`config.mk`:
```
export PLATFORM = sky130hd
export DESIGN_NAME = mode_policy
export DESIGN_NICKNAME = d
export VERILOG_FILES = /design/src/shared/mode_policy_pkg.sv /design/src/mode_policy.sv
export SDC_FILE = /design/constraint.sdc
export NUM_CORES = 1
export LEC_CHECK = 0
export BUFFER_PORTS_ARGS = -buffer_cell sky130_fd_sc_hd__buf_2
export CAP_MARGIN = 20
export CORE_MARGIN = 2
export CORE_UTILIZATION = 35
export DETAILED_ROUTE_END_ITERATION = 6
export SYNTH_ARGS = -nofsm -noshare
export SYNTH_HDL_FRONTEND = slang
export SYNTH_SLANG_ARGS = --single-unit
```
`constraint.sdc`:
```
create_clock -name clk_in -period 1.84 [get_ports clk_in]
set_input_delay 0.184 -clock clk_in [delete_from_list [all_inputs] [get_ports clk_in]]
set_output_delay 0.184 -clock clk_in [all_outputs]
set_load 0.02 [all_outputs]
```
`src/shared/mode_policy_pkg.sv`:
```
// Package with modes, commands, address ranges and reset values of the mode controller.
package mode_policy_pkg;

  // ==========================================================================
  // Operating modes and requests
  // ==========================================================================
  typedef enum logic [1:0] {
    MODE_PROGRAM,
    MODE_MONITOR,
    MODE_RUN
  } op_mode_type;

  typedef enum logic [2:0] {
    ACC_READ_MEM,
    ACC_WRITE_MEM,
    ACC_FORCE_BIT,
    ACC_ONLINE_EDIT,
    ACC_WRITE_PROG,
    ACC_WRITE_ALLOC
  } access_type;

  typedef enum logic [1:0] {
    REF_CYCLE,
    REF_INSTRUCTION,
    REF_INTERRUPT_IN,
    REF_IMMEDIATE_OUT
  } refresh_type;

  // ==========================================================================
  // Register offsets
  // ==========================================================================
  localparam logic [3:0] OFF_MODE_CTRL   = 4'h0;
  localparam logic [3:0] OFF_MODE_STAT   = 4'h1;
  localparam logic [3:0] OFF_SYS_CTRL    = 4'h2;
  localparam logic [3:0] OFF_ERR_COUNT   = 4'h3;
  localparam logic [3:0] OFF_CYCLE_COUNT = 4'h4;

  // ==========================================================================
  // Field positions and reset values
  // ==========================================================================
  localparam int         POS_REQ_VALID   = 2;
  localparam int         POS_IO_HOLD     = 0;
  localparam int         POS_FATAL_CLR   = 1;
  localparam logic [1:0] MODE_RESET      = 2'h0;
  localparam logic [3:0] ERR_LOG_DEPTH   = 4'hA;
  localparam logic [7:0] EXPLICIT_REFRESH_CODE = 8'h61;
  localparam logic [7:0] FATAL_ALARM_CODE      = 8'h07;

  // ==========================================================================
  // Data memory ranges
  // ==========================================================================
  localparam logic [15:0] RO_AREA_FIRST  = 16'h1800;
  localparam logic [15:0] RO_AREA_LAST   = 16'h19A8;
  localparam logic [15:0] ERR_LOG_FIRST  = 16'h19A9;
  localparam logic [15:0] ERR_LOG_LAST   = 16'h19C7;
  localparam logic [15:0] SETUP_FIRST    = 16'h19C8;
  localparam logic [15:0] SETUP_LAST     = 16'h19FF;
  localparam logic [15:0] IO_HOLD_BIT_NO = 16'h627C;
  localparam logic [15:0] CLEAR_DONE     = 16'h0000;

endpackage

```
`src/mode_policy.sv`:
```
// Operating mode controller: cycle sequencing, memory clear policy and access guard.
`timescale 1ns/1ps
// Function
// Three modes program, monitor, run; program mode halts the user program.
// I/O refresh keeps running every cycle while in program mode.
// Monitor mode runs the program and accepts edits, forcing and memory writes.
// Run mode rejects edits, forcing and memory writes; reads stay allowed. The run-mode check exempts the read-only and setup areas.
// Program to run or monitor and back clears non-held areas; run-monitor keeps all.
// Leaving run or monitor for program keeps timer values and completion flags.
// Entering run or monitor from program clears timer values and completion flags.
// With the I/O hold bit set no mode change clears I/O memory.
// Fatal stop with I/O hold set keeps I/O memory but forces all outputs off.
// Instructions run in order; after the last, all units refresh, then restart.
// Unit data exchange only per cycle, refresh instruction, interrupt input, immediate out.
// Write protect switch 1 on refuses programming device writes to the program.
// Read-only words: program reads only; device writes only while unprotected.
// Error log holds time and code of errors, ten entries at most.
// Switch 4 off uses default allocations and rejects allocation changes.
// Switch 2 on at power-up copies cassette contents into the CPU.
// An attached terminal on the dedicated link never changes the mode.
// Terminal write over host protocol in run mode switches the device to monitor.
// Mode changes and their clears take effect only at cycle boundaries.
module mode_policy
  import mode_policy_pkg::*;
(
  input  wire logic        clk_in,
  input  wire logic        rst_in,
  input  wire logic [3:0]  reg_addr_in,
  input  wire logic [15:0] reg_wdata_in,
  input  wire logic        reg_write_in,
  input  wire logic        reg_read_in,
  output logic      [15:0] reg_rdata_out,
  input  wire logic        protect_sw_in,
  input  wire logic        cassette_sw_in,
  input  wire logic        alloc_sw_in,
  input  wire logic        last_instr_in,
  input  wire logic        refresh_instr_in,
  input  wire logic        interrupt_in,
  input  wire logic        immediate_out_in,
  input  wire logic        fatal_in,
  input  wire logic        error_in,
  input  wire logic        acc_valid_in,
  input  wire logic [2:0]  acc_kind_in,
  input  wire logic [15:0] acc_addr_in,
  input  wire logic        acc_from_program_in,
  input  wire logic        terminal_link_in,
  input  wire logic        terminal_host_write_in,
  output logic             acc_grant_out,
  output logic             acc_reject_out,
  output logic             execute_out,
  output logic             refresh_out,
  output logic      [1:0]  refresh_kind_out,
  output logic             clear_non_held_out,
  output logic             clear_timers_out,
  output logic             outputs_off_out,
  output logic             log_write_out,
  output logic      [3:0]  log_slot_out,
  output logic             cassette_load_out,
  output logic             default_alloc_out,
  output logic      [1:0]  mode_out
);

  // ==========================================================================
  // Pin synchronisers
  // ==========================================================================
  logic [3:0] sw_meta_r;
  logic [3:0] sw_sync_r;
  always_ff @(posedge clk_in) begin
    sw_meta_r <= {terminal_link_in, alloc_sw_in, cassette_sw_in, protect_sw_in};
    sw_sync_r <= sw_meta_r;
  end
  wire logic protect_on = sw_sync_r[0];
  wire logic cassette_on = sw_sync_r[1];
  wire logic alloc_on = sw_sync_r[2];
  wire logic terminal_on = sw_sync_r[3];

  // ==========================================================================
  // Mode state and pending request
  // ==========================================================================
  op_mode_type mode_r;
  op_mode_type pend_mode_r;
  logic        pend_r;
  logic        io_hold_r;
  logic        fatal_r;
  logic        boot_r;
  logic [3:0]  log_count_r;
  logic [15:0] cycle_count_r;

  wire logic        wr_mode = reg_write_in && (reg_addr_in == OFF_MODE_CTRL);
  wire logic        wr_sys = reg_write_in && (reg_addr_in == OFF_SYS_CTRL);
  wire op_mode_type req_mode = op_mode_type'(reg_wdata_in[1:0]);
  wire logic        req_legal = (reg_wdata_in[1:0] != 2'h3);
  wire logic        sw_req = wr_mode && reg_wdata_in[POS_REQ_VALID] && req_legal
                             && !terminal_on;
  wire logic        auto_req = terminal_host_write_in && (mode_r == MODE_RUN)
                               && !terminal_on;
  wire logic        boundary = last_instr_in || (mode_r == MODE_PROGRAM);
  wire logic        running = (mode_r != MODE_PROGRAM) && !fatal_r;
  wire logic        pend_prog = (pend_mode_r == MODE_PROGRAM);
  wire logic        cur_prog = (mode_r == MODE_PROGRAM);
  wire logic        apply = pend_r && boundary;
  wire logic        crosses = apply && (pend_prog != cur_prog);

  always_ff @(posedge clk_in) begin
    if (rst_in) begin
      mode_r      <= MODE_PROGRAM;
      pend_mode_r <= MODE_PROGRAM;
      pend_r      <= 1'b0;
    end else begin
      if (apply) begin
        mode_r <= pend_mode_r;
      end
      if (sw_req) begin
        pend_mode_r <= req_mode;
        pend_r      <= 1'b1;
      end else if (auto_req) begin
        pend_mode_r <= MODE_MONITOR;
        pend_r      <= 1'b1;
      end else if (apply) begin
        pend_r <= 1'b0;
      end
    end
  end

  // ==========================================================================
  // System control, fatal stop, boot and error log
  // ==========================================================================
  always_ff @(posedge clk_in) begin
    if (rst_in) begin
      io_hold_r     <= 1'b0;
      fatal_r       <= 1'b0;
      boot_r        <= 1'b1;
      log_count_r   <= 4'h0;
      cycle_count_r <= 16'h0000;
    end else begin
      if (wr_sys) begin
        io_hold_r <= reg_wdata_in[POS_IO_HOLD];
      end
      if (fatal_in) begin
        fatal_r <= 1'b1;
      end else if (wr_sys && reg_wdata_in[POS_FATAL_CLR]) begin
        fatal_r <= 1'b0;
      end
      boot_r <= 1'b0;
      if ((error_in || fatal_in) && (log_count_r != ERR_LOG_DEPTH)) begin
        log_count_r <= log_count_r + 4'h1;
      end
      if (last_instr_in || cur_prog) begin
        cycle_count_r <= cycle_count_r + 16'h0001;
      end
    end
  end

  // ==========================================================================
  // Access guard
  // ==========================================================================
  wire logic in_ro = (acc_addr_in >= RO_AREA_FIRST) && (acc_addr_in <= RO_AREA_LAST);
  wire logic in_setup = (acc_addr_in >= SETUP_FIRST) && (acc_addr_in <= SETUP_LAST);
  wire logic is_read = (acc_kind_in == ACC_READ_MEM);
  wire logic mem_wr = (acc_kind_in == ACC_WRITE_MEM);
  wire logic alter = (acc_kind_in == ACC_FORCE_BIT) || (acc_kind_in == ACC_ONLINE_EDIT)
                     || mem_wr;
  wire logic deny_run = alter && (mode_r == MODE_RUN) && !in_ro && !in_setup;
  wire logic deny_prog = (acc_kind_in == ACC_WRITE_PROG) && protect_on;
  wire logic deny_ro = mem_wr && (in_ro || in_setup)
                       && (acc_from_program_in ? in_ro : protect_on);
  wire logic deny_alloc = (acc_kind_in == ACC_WRITE_ALLOC) && !alloc_on;
  wire logic deny_any = !is_read && (deny_run || deny_prog || deny_ro || deny_alloc);

  assign acc_grant_out = acc_valid_in && !deny_any;
  assign acc_reject_out = acc_valid_in && deny_any;

  // ==========================================================================
  // Cycle, refresh and clear outputs
  // ==========================================================================
  wire logic refresh_cycle = last_instr_in || cur_prog;
  wire logic refresh_any = refresh_cycle || (running && refresh_instr_in) || interrupt_in
                           || (running && immediate_out_in);
  wire logic [1:0] refresh_kind = refresh_cycle ? 2'(REF_CYCLE) :
                                  (running && refresh_instr_in) ? 2'(REF_INSTRUCTION) :
                                  interrupt_in ? 2'(REF_INTERRUPT_IN) : 2'(REF_IMMEDIATE_OUT);

  always_ff @(posedge clk_in) begin
    if (rst_in) begin
      execute_out        <= 1'b0;
      refresh_out        <= 1'b0;
      refresh_kind_out   <= 2'h0;
      clear_non_held_out <= 1'b0;
      clear_timers_out   <= 1'b0;
      outputs_off_out    <= 1'b0;
      log_write_out      <= 1'b0;
      log_slot_out       <= 4'h0;
      cassette_load_out  <= 1'b0;
      default_alloc_out  <= 1'b1;
      mode_out           <= MODE_RESET;
    end else begin
      execute_out        <= running && !(apply && pend_prog);
      refresh_out        <= refresh_any;
      refresh_kind_out   <= refresh_kind;
      clear_non_held_out <= crosses && !io_hold_r;
      clear_timers_out   <= crosses && cur_prog && !io_hold_r;
      outputs_off_out    <= fatal_r && io_hold_r;
      log_write_out      <= (error_in || fatal_in) && (log_count_r != ERR_LOG_DEPTH);
      log_slot_out       <= log_count_r;
      cassette_load_out  <= boot_r && cassette_on;
      default_alloc_out  <= !alloc_on;
      mode_out           <= apply ? 2'(pend_mode_r) : 2'(mode_r);
    end
  end

  // ==========================================================================
  // Register read port
  // ==========================================================================
  wire logic [15:0] rd_mux = (reg_addr_in == OFF_MODE_CTRL) ? {13'h0, pend_r, 2'(pend_mode_r)} :
                             (reg_addr_in == OFF_MODE_STAT) ? {13'h0, fatal_r, 2'(mode_r)} :
                             (reg_addr_in == OFF_SYS_CTRL) ? {14'h0, fatal_r, io_hold_r} :
                             (reg_addr_in == OFF_ERR_COUNT) ? {12'h0, log_count_r} :
                             (reg_addr_in == OFF_CYCLE_COUNT) ? cycle_count_r : 16'h0000;
  always_ff @(posedge clk_in) begin
    if (rst_in) begin
      reg_rdata_out <= 16'h0000;
    end else begin
      reg_rdata_out <= reg_read_in ? rd_mux : 16'h0000;
    end
  end
endmodule // mode_policy

```
==> results.sh, run 1 <==
export IMPL_outcome="completed"
export IMPL_area_delta_synth_final_pct=32.0
export IMPL_clkLatencyLatePin_ps=330
export IMPL_final_hold_violation_count=0
export IMPL_synth_avg_cell_area_um2=9.34
export IMPL_synth_edf_count=0
export IMPL_avgRoutedWirePerCell_um=11.7
export IMPL_io_pins=90
export IMPL_arrival_ps=1550
export IMPL_finalSetupTns_ps=0
export IMPL_drtAntennaViolNets=0
export IMPL_synth_yosys_warnings=0
export IMPL_clockBufferDepth=2
export IMPL_diodes=0
export IMPL_worstMarginPinSlew_ps=523
export IMPL_coreArea_um2=6870
export IMPL_slew_limit_headroom_pct=64.6
export IMPL_start_kind="flip-flop"
export IMPL_drc_errors=0
export IMPL_synth_mux_area_share_pct=1.99
export IMPL_synth_nets=329
export IMPL_yosys_area_share_simple_pct=24.3
export IMPL_setup_violations_final=0
export IMPL_p_comb_share_pct=6.5
export IMPL_start_util_pct=36.7
export IMPL_vias=2215
export IMPL_viasPerCell=4.79
export IMPL_grt_ovfl_total=0
export IMPL_crit_type="flip-flop to primary output"
export IMPL_rows=30
export IMPL_antenna_found_initial=0
export IMPL_drt_initial_drc_count=46
export IMPL_leakage_nw=1.41
export IMPL_yosys_area_top_type="dfxtp_1"
export IMPL_p_switching_w=0.000629
export IMPL_synth_area_top_cells="dfxtp_1, a21oi_1, nor2_1"
export IMPL_nets=420
export IMPL_synth_seq_area_share_pct=52.4
export IMPL_place_area_um2=3060
export IMPL_clock_sinks=66
export IMPL_synth_cell_types=45
export IMPL_synth_top_area_share_pct=52.4
export IMPL_slew_violations=0
export IMPL_cp_required_ps=1660
export IMPL_cap_violations=0
export IMPL_stdcell_area_um2=3330
export IMPL_fmaxAchievable_mhz=578
export IMPL_final_cell_mix="buf_2, dfxtp_1, nor2_1, a21oi_1, o21ai_0"
export IMPL_timing_hold_ws_ps=49.2
export IMPL_rsz0062_at_grt="no"
export IMPL_io_buffers=76
export IMPL_finalCritPeriodShare_pct=94.0
export IMPL_gp_congestion=0.783
export IMPL_layout_cells_most_common="buf_2"
export IMPL_seq_power_share_pct=50.3
export IMPL_endpoint_kind="primary output"
export IMPL_netlist_area_um2=2520
export IMPL_synth_top_family_by_area="simple AND/OR/NAND/NOR gates"
export IMPL_grt_pass1_wl_mm=8.92
export IMPL_synth_compound_area_share_pct=14.7
export IMPL_grt_usage_pct=14.5
export IMPL_cts_tree="built"
export IMPL_ys_ff_latch=66
export IMPL_cts_root_buf="clkbuf_8"
export IMPL_dr_pass1_iters=4
export IMPL_routed_wl_mm=5.39
export IMPL_p_sw_share_pct=21.2
export IMPL_ys_async_sr_fraction_pct=0
export IMPL_die_x_um=88.9
export IMPL_cts_buffers=9
export IMPL_min_period_ps=1730
export IMPL_cts_clk_slew_worst_paths_ps=70
export IMPL_powerDensity_nw_per_um2=890
export IMPL_hold_class="primary input to flip-flop"
export IMPL_post_cts_setup_buffers=0
export IMPL_synthXorXnorAreaFrac_pct=2.43
export IMPL_ys_flop_type="dfxtp_1"
export IMPL_skew_ps=4.27
export IMPL_grt_pass1_vias=2056
export IMPL_ir_drop_uv=406
export IMPL_layout_drive_gt1_share_pct=29.0
export IMPL_grt_max_degree=43
export IMPL_die_area_um2=7900
export IMPL_synth_fa_ha_area_share_pct=1.49
export IMPL_syn_inst=270
export IMPL_hpwl_mm=3.89
export IMPL_clock_power_share_pct=43.2
export IMPL_die_y_um=88.9
export IMPL_htreeDepth=3
export IMPL_worst_path_max_fanout=5
export IMPL_p_int_w=0.00233
timing repair:
action | in CTS | in global routing
setup endpoints to repair | 1 | 1
hold buffers | 4 | 0
pin swaps | 0 | 2
hold endpoints to repair | 4 | 0
gates resized for setup | 1 | 1
logic make-up (layout without fill, tap and decap cells):
family / after synthesis / after routing
compound gates: 60 / 60
xor+xnor: 7 / 7
mux: 5 / 5
fa+ha+maj: 3 / 3
simple gates: 111 / 111
flops: 66 / 66
buf+inv: 18 / 114
synthesized netlist by cell type, types with 4 or more instances:
library cell   n
nor3_1         4
o21ai_0       17
a21oi_1       19
xor2_1         4
nand2_1       15
clkbuf_1      11
inv_1          7
nand3_1        9
nor2_1        25
nor2b_1        8
a211oi_1       4
or4_1          4
or3_1         10
nand4_1        6
dfxtp_1       66
and2_1        13
mux2i_1        5
power groups by stage:
stage                     Clock [W]  Sequential (W)  Combinational [W]
after floorplan                   0         0.00153          0.0000904
after global placement            0         0.00152           0.000183
after CTS                   0.00132         0.00149           0.000193
final                       0.00128         0.00149           0.000192
after detailed placement          0         0.00152           0.000186
after global routing        0.00137         0.00149           0.000216
metal layers:
| layer | GRT usage [%] | wire [µm] | vias to the layer above |
|---|---|---|---|
| met5 | 0 | 0 | - |
| met3 | 4.57 | 213 | 5 |
| met2 | 23.5 | 2730 | 47 |
| met1 | 17.6 | 2400 | 1018 |
| li1 | - | - | 1145 |
| met4 | 6.75 | 48 | 0 |
state kept, by name (all words and copies together) (netlist names), 2 cells and up:
| signal | flops |
|---|---|
| log_slot_out | 4 |
| refresh_kind_out | 2 |
| sw_sync_r | 4 |
| log_count_r | 4 |
| pend_mode_r | 2 |
| sw_meta_r | 4 |
| reg_rdata_out | 16 |
| mode_out | 2 |
| cycle_count_r | 16 |
final timing paths:
| check | cells past startpoint | endpoint | slack, ps | startpoint |
|---|---|---|---|---|
| hold reg to reg | 0 | sw_sync_r[2] | 330 | sw_meta_r[2] |
| setup / recovery | 6 | acc_reject_out | 110 | mode_out[1] |
| setup reg to reg | 4 | cycle_count_r[15] | 140 | cycle_count_r[6] |
| hold / removal | 2 | refresh_kind_out[0] | 50 | interrupt_in |
layout make-up:
type                            instances  area, µm²
Clock buffer                           15        186
Tap cell                               96        120
Timing Repair Buffer                   91        505
Inverter                                7       26.3
Multi-Input combinational cell        186       1140
Fill cell                             674       3540
Sequential cell                        66       1320
Clock inverter                          1       30.0
critical path, stage by stage (launching register included):
cell and delay, ps:
dfxtp_1 330, buf_4 130, inv_1 60, nor4_2 220, o211a_1 200, o31a_1 130
buf_4 130
through the flow:
step | util, % | setup WS [ps] | std cells | total power, W
floorplan | - | 29.1 | 270 | 0.00162
CTS | 48.4 | 2.27 | 462 | 0.00301
finish | 48.5 | 111 | 462 | 0.00296
global placement | 44.6 | 152 | 442 | 0.00170
global route | 48.5 | 18.1 | 462 | 0.00308
detailed placement | 44.6 | 137 | 442 | 0.00171
Power figures use the tool's default switching activity.
==> run 2, diff against run 1 <==
CORE_MARGIN = unset   (was 2)
CORE_UTILIZATION = 49   (was 35)
PLACE_DENSITY = 0.79   (was unset)
==> results.sh, run 2 (synthesis results as in run 1) <==
export IMPL_outcome="completed"
export IMPL_grt_usage_pct=21.7
export IMPL_cap_violations=0
export IMPL_drtAntennaViolNets=0
export IMPL_final_hold_violation_count=0
export IMPL_start_kind="flip-flop"
export IMPL_setup_violations_final=0
export IMPL_coreArea_um2=4850
export IMPL_cp_required_ps=1660
export IMPL_worst_path_max_fanout=5
export IMPL_p_int_w=0.00245
export IMPL_nets=417
export IMPL_diodes=0
export IMPL_grt_pass1_wl_mm=8.72
export IMPL_hold_class="primary input to flip-flop"
export IMPL_start_util_pct=52.0
export IMPL_cts_buffers=9
export IMPL_die_area_um2=5440
export IMPL_final_cell_count_no_fill=430
export IMPL_slew_violations=0
export IMPL_antenna_found_initial=0
export IMPL_drc_errors=0
export IMPL_die_x_um=73.7
export IMPL_fin_ws_ps=59.8
export IMPL_reg_top3="cycle_count_r (16), reg_rdata_out (16)"
export IMPL_pre_cts_slack_ps=105
export IMPL_grt_ovfl_total=0
export IMPL_slew_limit_headroom_pct=65.9
export IMPL_grt_max_degree=43
export IMPL_powerDensity_nw_per_um2=938
export IMPL_p_switching_w=0.000644
export IMPL_endpoint_kind="primary output"
export IMPL_skew_ps=4.68
export IMPL_min_period_ps=1780
export IMPL_n_fill_cell=382
export IMPL_drt_initial_drc_count=139
export IMPL_rows=25
export IMPL_clock_power_share_pct=45.7
export IMPL_ir_drop_uv=666
export IMPL_clockBufferDepth=2
export IMPL_io_buffers=76
export IMPL_layout_cells_most_common="buf_2"
export IMPL_io_pins=90
export IMPL_crit_type="flip-flop to primary output"
export IMPL_place_area_um2=3000
export IMPL_layout_drive_gt1_share_pct=29.2
export IMPL_routed_wl_mm=5.36
export IMPL_cts_root_buf="clkbuf_8"
export IMPL_p_sw_share_pct=20.8
export IMPL_cts_clk_slew_worst_paths_ps=70
export IMPL_seq_power_share_pct=48.1
export IMPL_viasPerCell=5.20
export IMPL_cts_tree="built"
export IMPL_leakage_nw=1.40
export IMPL_clock_sinks=66
export IMPL_finalCritPeriodShare_pct=96.7
export IMPL_stdcell_area_um2=3300
export IMPL_p_comb_share_pct=6.2
export IMPL_hpwl_mm=3.76
export IMPL_dr_pass1_iters=4
export IMPL_utilization_pct=68.2
export IMPL_die_y_um=73.7
export IMPL_vias=2237
export IMPL_finalSetupTns_ps=0
export IMPL_fmaxAchievable_mhz=562
export IMPL_arrival_ps=1600
export IMPL_worstMarginPinSlew_ps=510
export IMPL_rsz0062_at_grt="yes"
export IMPL_avgRoutedWirePerCell_um=12.5
export IMPL_gp_congestion=0.803
export IMPL_grt_pass1_vias=2020
export IMPL_htreeDepth=3
export IMPL_area_delta_synth_final_pct=31.1
export IMPL_final_cell_mix="buf_2, dfxtp_1, nor2_1, a21oi_1, o21ai_0"
export IMPL_clkLatencyLatePin_ps=340
export IMPL_dp_cells=410
run 2: cell count changes in the layout (fill, tap and decap cells not counted), sizes merged:
| cell | change |
|---|---|
| clkbuf | -4 |
| buf | -3 |
| bufinv | +2 |
| clkinvlp | +1 |
| clkinv | +1 |
run 2: worst paths after layout:
| path | from | endpoint | slack (ps) | depth (start not counted) |
|---|---|---|---|---|
| setup reg to reg | cycle_count_r[6] | cycle_count_r[15] | 130 | 4 |
| hold reg to reg | sw_meta_r[2] | sw_sync_r[2] | 330 | 0 |
| setup / recovery | mode_out[1] | acc_grant_out | 60 | 6 |
| hold / removal | interrupt_in | refresh_kind_out[0] | 50 | 2 |
run 2: per-layer routing:
layer	GRT usage (%)	routed length (µm)
met1	23.7	2280
met2	38.0	2730
met3	7.13	268
met4	9.62	78
met5	0	0
run 2: metrics by stage:
step,power [W],hold WS (ps)
final,0.00310,47.3
after global routing,0.00320,38.0
after CTS,0.00312,35.7
after detailed placement,0.00170,289
after global placement,0.00170,286
after floorplan,0.00162,212
run 2: power by group through the flow:
stage | Clock, W | Combinational [W] | Sequential, W
3_3_place_gp | 0 | 0.000176 | 0.00152
2_1_floorplan | 0 | 0.0000904 | 0.00153
5_1_grt | 0.00150 | 0.000213 | 0.00149
6_report | 0.00141 | 0.000193 | 0.00149
3_5_place_dp | 0 | 0.000181 | 0.00152
4_1_cts | 0.00144 | 0.000190 | 0.00149
run 2: worst max-delay path: stages, from the launching register on:
cell and delay [ps]:
dfxtp_1 310, buf_4 140, inv_1 90, nor4_2 60, o211a_1 130, nor4b_1 300
buf_2 220
run 2: layout make-up:
type	instances	area, µm²	share of cell area, %
clock inverters	5	103	3.10
flip-flops and latches	66	1320	40.0
well taps	67	83.8	2.54
multi-input cells	186	1150	34.8
repair buffers	88	487	14.7
clock buffers	11	131	3.98
inverters	7	26.3	0.795
run 2: timing repair:
| item | in CTS | in global routing |
|---|---|---|
| setup buffers | 0 | 0 |
| hold buffers | 4 | 0 |
| hold endpoints to repair | 4 | 0 |
| pin swaps | 0 | 3 |
| gates resized for setup | 1 | 5 |
| setup endpoints to repair | 1 | 4 |
==> run 3, diff against run 2 <==
CTS_BUF_LIST = sky130_fd_sc_hd__clkbuf_8 sky130_fd_sc_hd__clkbuf_16   (was unset)
PLACE_DENSITY = 0.8   (was 0.79)
==> results.sh, run 3 (synthesis results as in run 1) <==
export IMPL_skew_ps=3.56
export IMPL_htreeDepth=3
export IMPL_crit_type="flip-flop to primary output"
export IMPL_layout_drive_gt1_share_pct=28.8
export IMPL_dp_cells=412
export IMPL_ir_drop_uv=613
export IMPL_cap_violations=0
export IMPL_die_x_um=73.7
export IMPL_drtAntennaViolNets=0
export IMPL_total_power_w=0.00275
export IMPL_min_period_ps=1750
export IMPL_outcome="completed"
export IMPL_cts_clk_slew_worst_paths_ps=60
export IMPL_final_hold_violation_count=0
export IMPL_diodes=0
export IMPL_grt_usage_pct=20.9
export IMPL_area_delta_synth_final_pct=28.8
export IMPL_finalCritPeriodShare_pct=95.3
export IMPL_start_kind="flip-flop"
export IMPL_leakage_nw=1.40
export IMPL_vias=2235
export IMPL_grt_pass1_wl_mm=8.59
export IMPL_clockBufferDepth=2
export IMPL_antenna_found_initial=0
export IMPL_rsz0062_at_grt="no"
export IMPL_setup_violations_final=0
export IMPL_viasPerCell=5.17
export IMPL_slew_limit_headroom_pct=66.1
export IMPL_endpoint_kind="primary output"
export IMPL_n_fill_cell=387
export IMPL_grt_max_degree=43
export IMPL_arrival_ps=1570
export IMPL_cp_required_ps=1660
export IMPL_coreArea_um2=4850
export IMPL_final_cell_count_no_fill=432
export IMPL_gp_congestion=0.807
export IMPL_layout_cells_most_common="buf_2"
export IMPL_start_util_pct=52.0
export IMPL_p_comb_share_pct=6.8
export IMPL_cts_buffers=9
export IMPL_rows=25
export IMPL_io_buffers=76
export IMPL_clkLatencyLatePin_ps=330
export IMPL_drc_errors=0
export IMPL_fmaxAchievable_mhz=570
export IMPL_drt_initial_drc_count=65
export IMPL_p_switching_w=0.000610
export IMPL_io_pins=90
export IMPL_cts_tree="built"
export IMPL_worst_path_max_fanout=5
export IMPL_nets=419
export IMPL_hold_class="primary input to flip-flop"
export IMPL_seq_power_share_pct=54.2
export IMPL_p_int_w=0.00214
export IMPL_dr_pass1_iters=4
export IMPL_worstMarginPinSlew_ps=501
export IMPL_powerDensity_nw_per_um2=847
export IMPL_p_sw_share_pct=22.2
export IMPL_die_y_um=73.7
export IMPL_avgRoutedWirePerCell_um=12.0
export IMPL_finalSetupTns_ps=0
export IMPL_grt_ovfl_total=0
export IMPL_grt_pass1_vias=2005
export IMPL_post_cts_setup_buffers=0
export IMPL_die_area_um2=5440
export IMPL_slew_violations=0
export IMPL_reg_top3="cycle_count_r (16), reg_rdata_out (16)"
export IMPL_final_cell_mix="buf_2, dfxtp_1, nor2_1, a21oi_1, o21ai_0"
export IMPL_clock_sinks=66
export IMPL_routed_wl_mm=5.18
export IMPL_clock_power_share_pct=38.9
export IMPL_hpwl_mm=3.73
export IMPL_cts_root_buf="clkbuf_8"
## run 3: cell count changes in the layout (fill, tap and decap cells not counted), moves of 2 or more
cell,previous run,this run
inv_1,7,9
buf_4,8,10
clkbuf_1,2,0
clkbuf_8,9,12
bufinv_16,3,0
## run 3: path summary, 6_finish.rpt
check	depth (start not counted)	startpoint	slack, ps	end
hold / removal	2	interrupt_in	40	refresh_kind_out[0]
setup reg to reg	4	cycle_count_r[5]	110	cycle_count_r[15]
hold reg to reg	0	sw_meta_r[0]	330	sw_sync_r[0]
setup / recovery	6	mode_out[1]	90	acc_grant_out
## run 3: layout make-up
| cell class | instances | area (µm²) | share of cell area (%) |
|---|---|---|---|
| Clock inverter | 4 | 17.5 | 0.539 |
| Clock buffer | 12 | 165 | 5.08 |
| Tap cell | 67 | 83.8 | 2.58 |
| Inverter | 7 | 26.3 | 0.809 |
| Timing Repair Buffer | 90 | 495 | 15.3 |
| Multi-Input combinational cell | 186 | 1140 | 35.1 |
| Sequential cell | 66 | 1320 | 40.7 |
## run 3: per-stage QoR
| step | util, % | hold WS, ps | setup slack (ps) | cell area (µm²) |
|---|---|---|---|---|
| final | 67.0 | 41.2 | 86.5 | 3250 |
| after global routing | 67.0 | 34.5 | 3.65 | 3250 |
| after CTS | 66.9 | 24.2 | 0.452 | 3240 |
| after detailed placement | 62.3 | 288 | 133 | 3020 |
| after global placement | 62.3 | 286 | 157 | 3020 |
| after floorplan | - | 212 | 29.1 | 2520 |
## run 3: power groups by stage
stage | Sequential [W] | Clock (W) | Combinational (W)
floorplan | 0.00153 | 0 | 0.0000904
global placement | 0.00152 | 0 | 0.000177
detailed placement | 0.00152 | 0 | 0.000180
CTS | 0.00149 | 0.00110 | 0.000188
global route | 0.00149 | 0.00117 | 0.000210
finish | 0.00149 | 0.00107 | 0.000188
## run 3: critical path, stage by stage, from the launching register on
cell,delay (ps)
dfxtp_1,310
buf_4,150
inv_1,90
nor4_2,60
o211a_1,140
nor4b_1,290
buf_2,220
## run 3: what timing repair did
action / in CTS / in global routing
hold buffers: 4 / 0
hold endpoints to repair: 4 / 0
setup endpoints to repair: 0 / 1
gates resized for setup: 0 / 1
## run 3: metal layers
metal	track usage, %	part of all wire [%]	up-vias
met4	8.12	0.93	0
li1	-	-	1141
met3	7.68	5.6	4
met5	0	0	-
met1	22.3	42	1027
met2	37.4	52	63
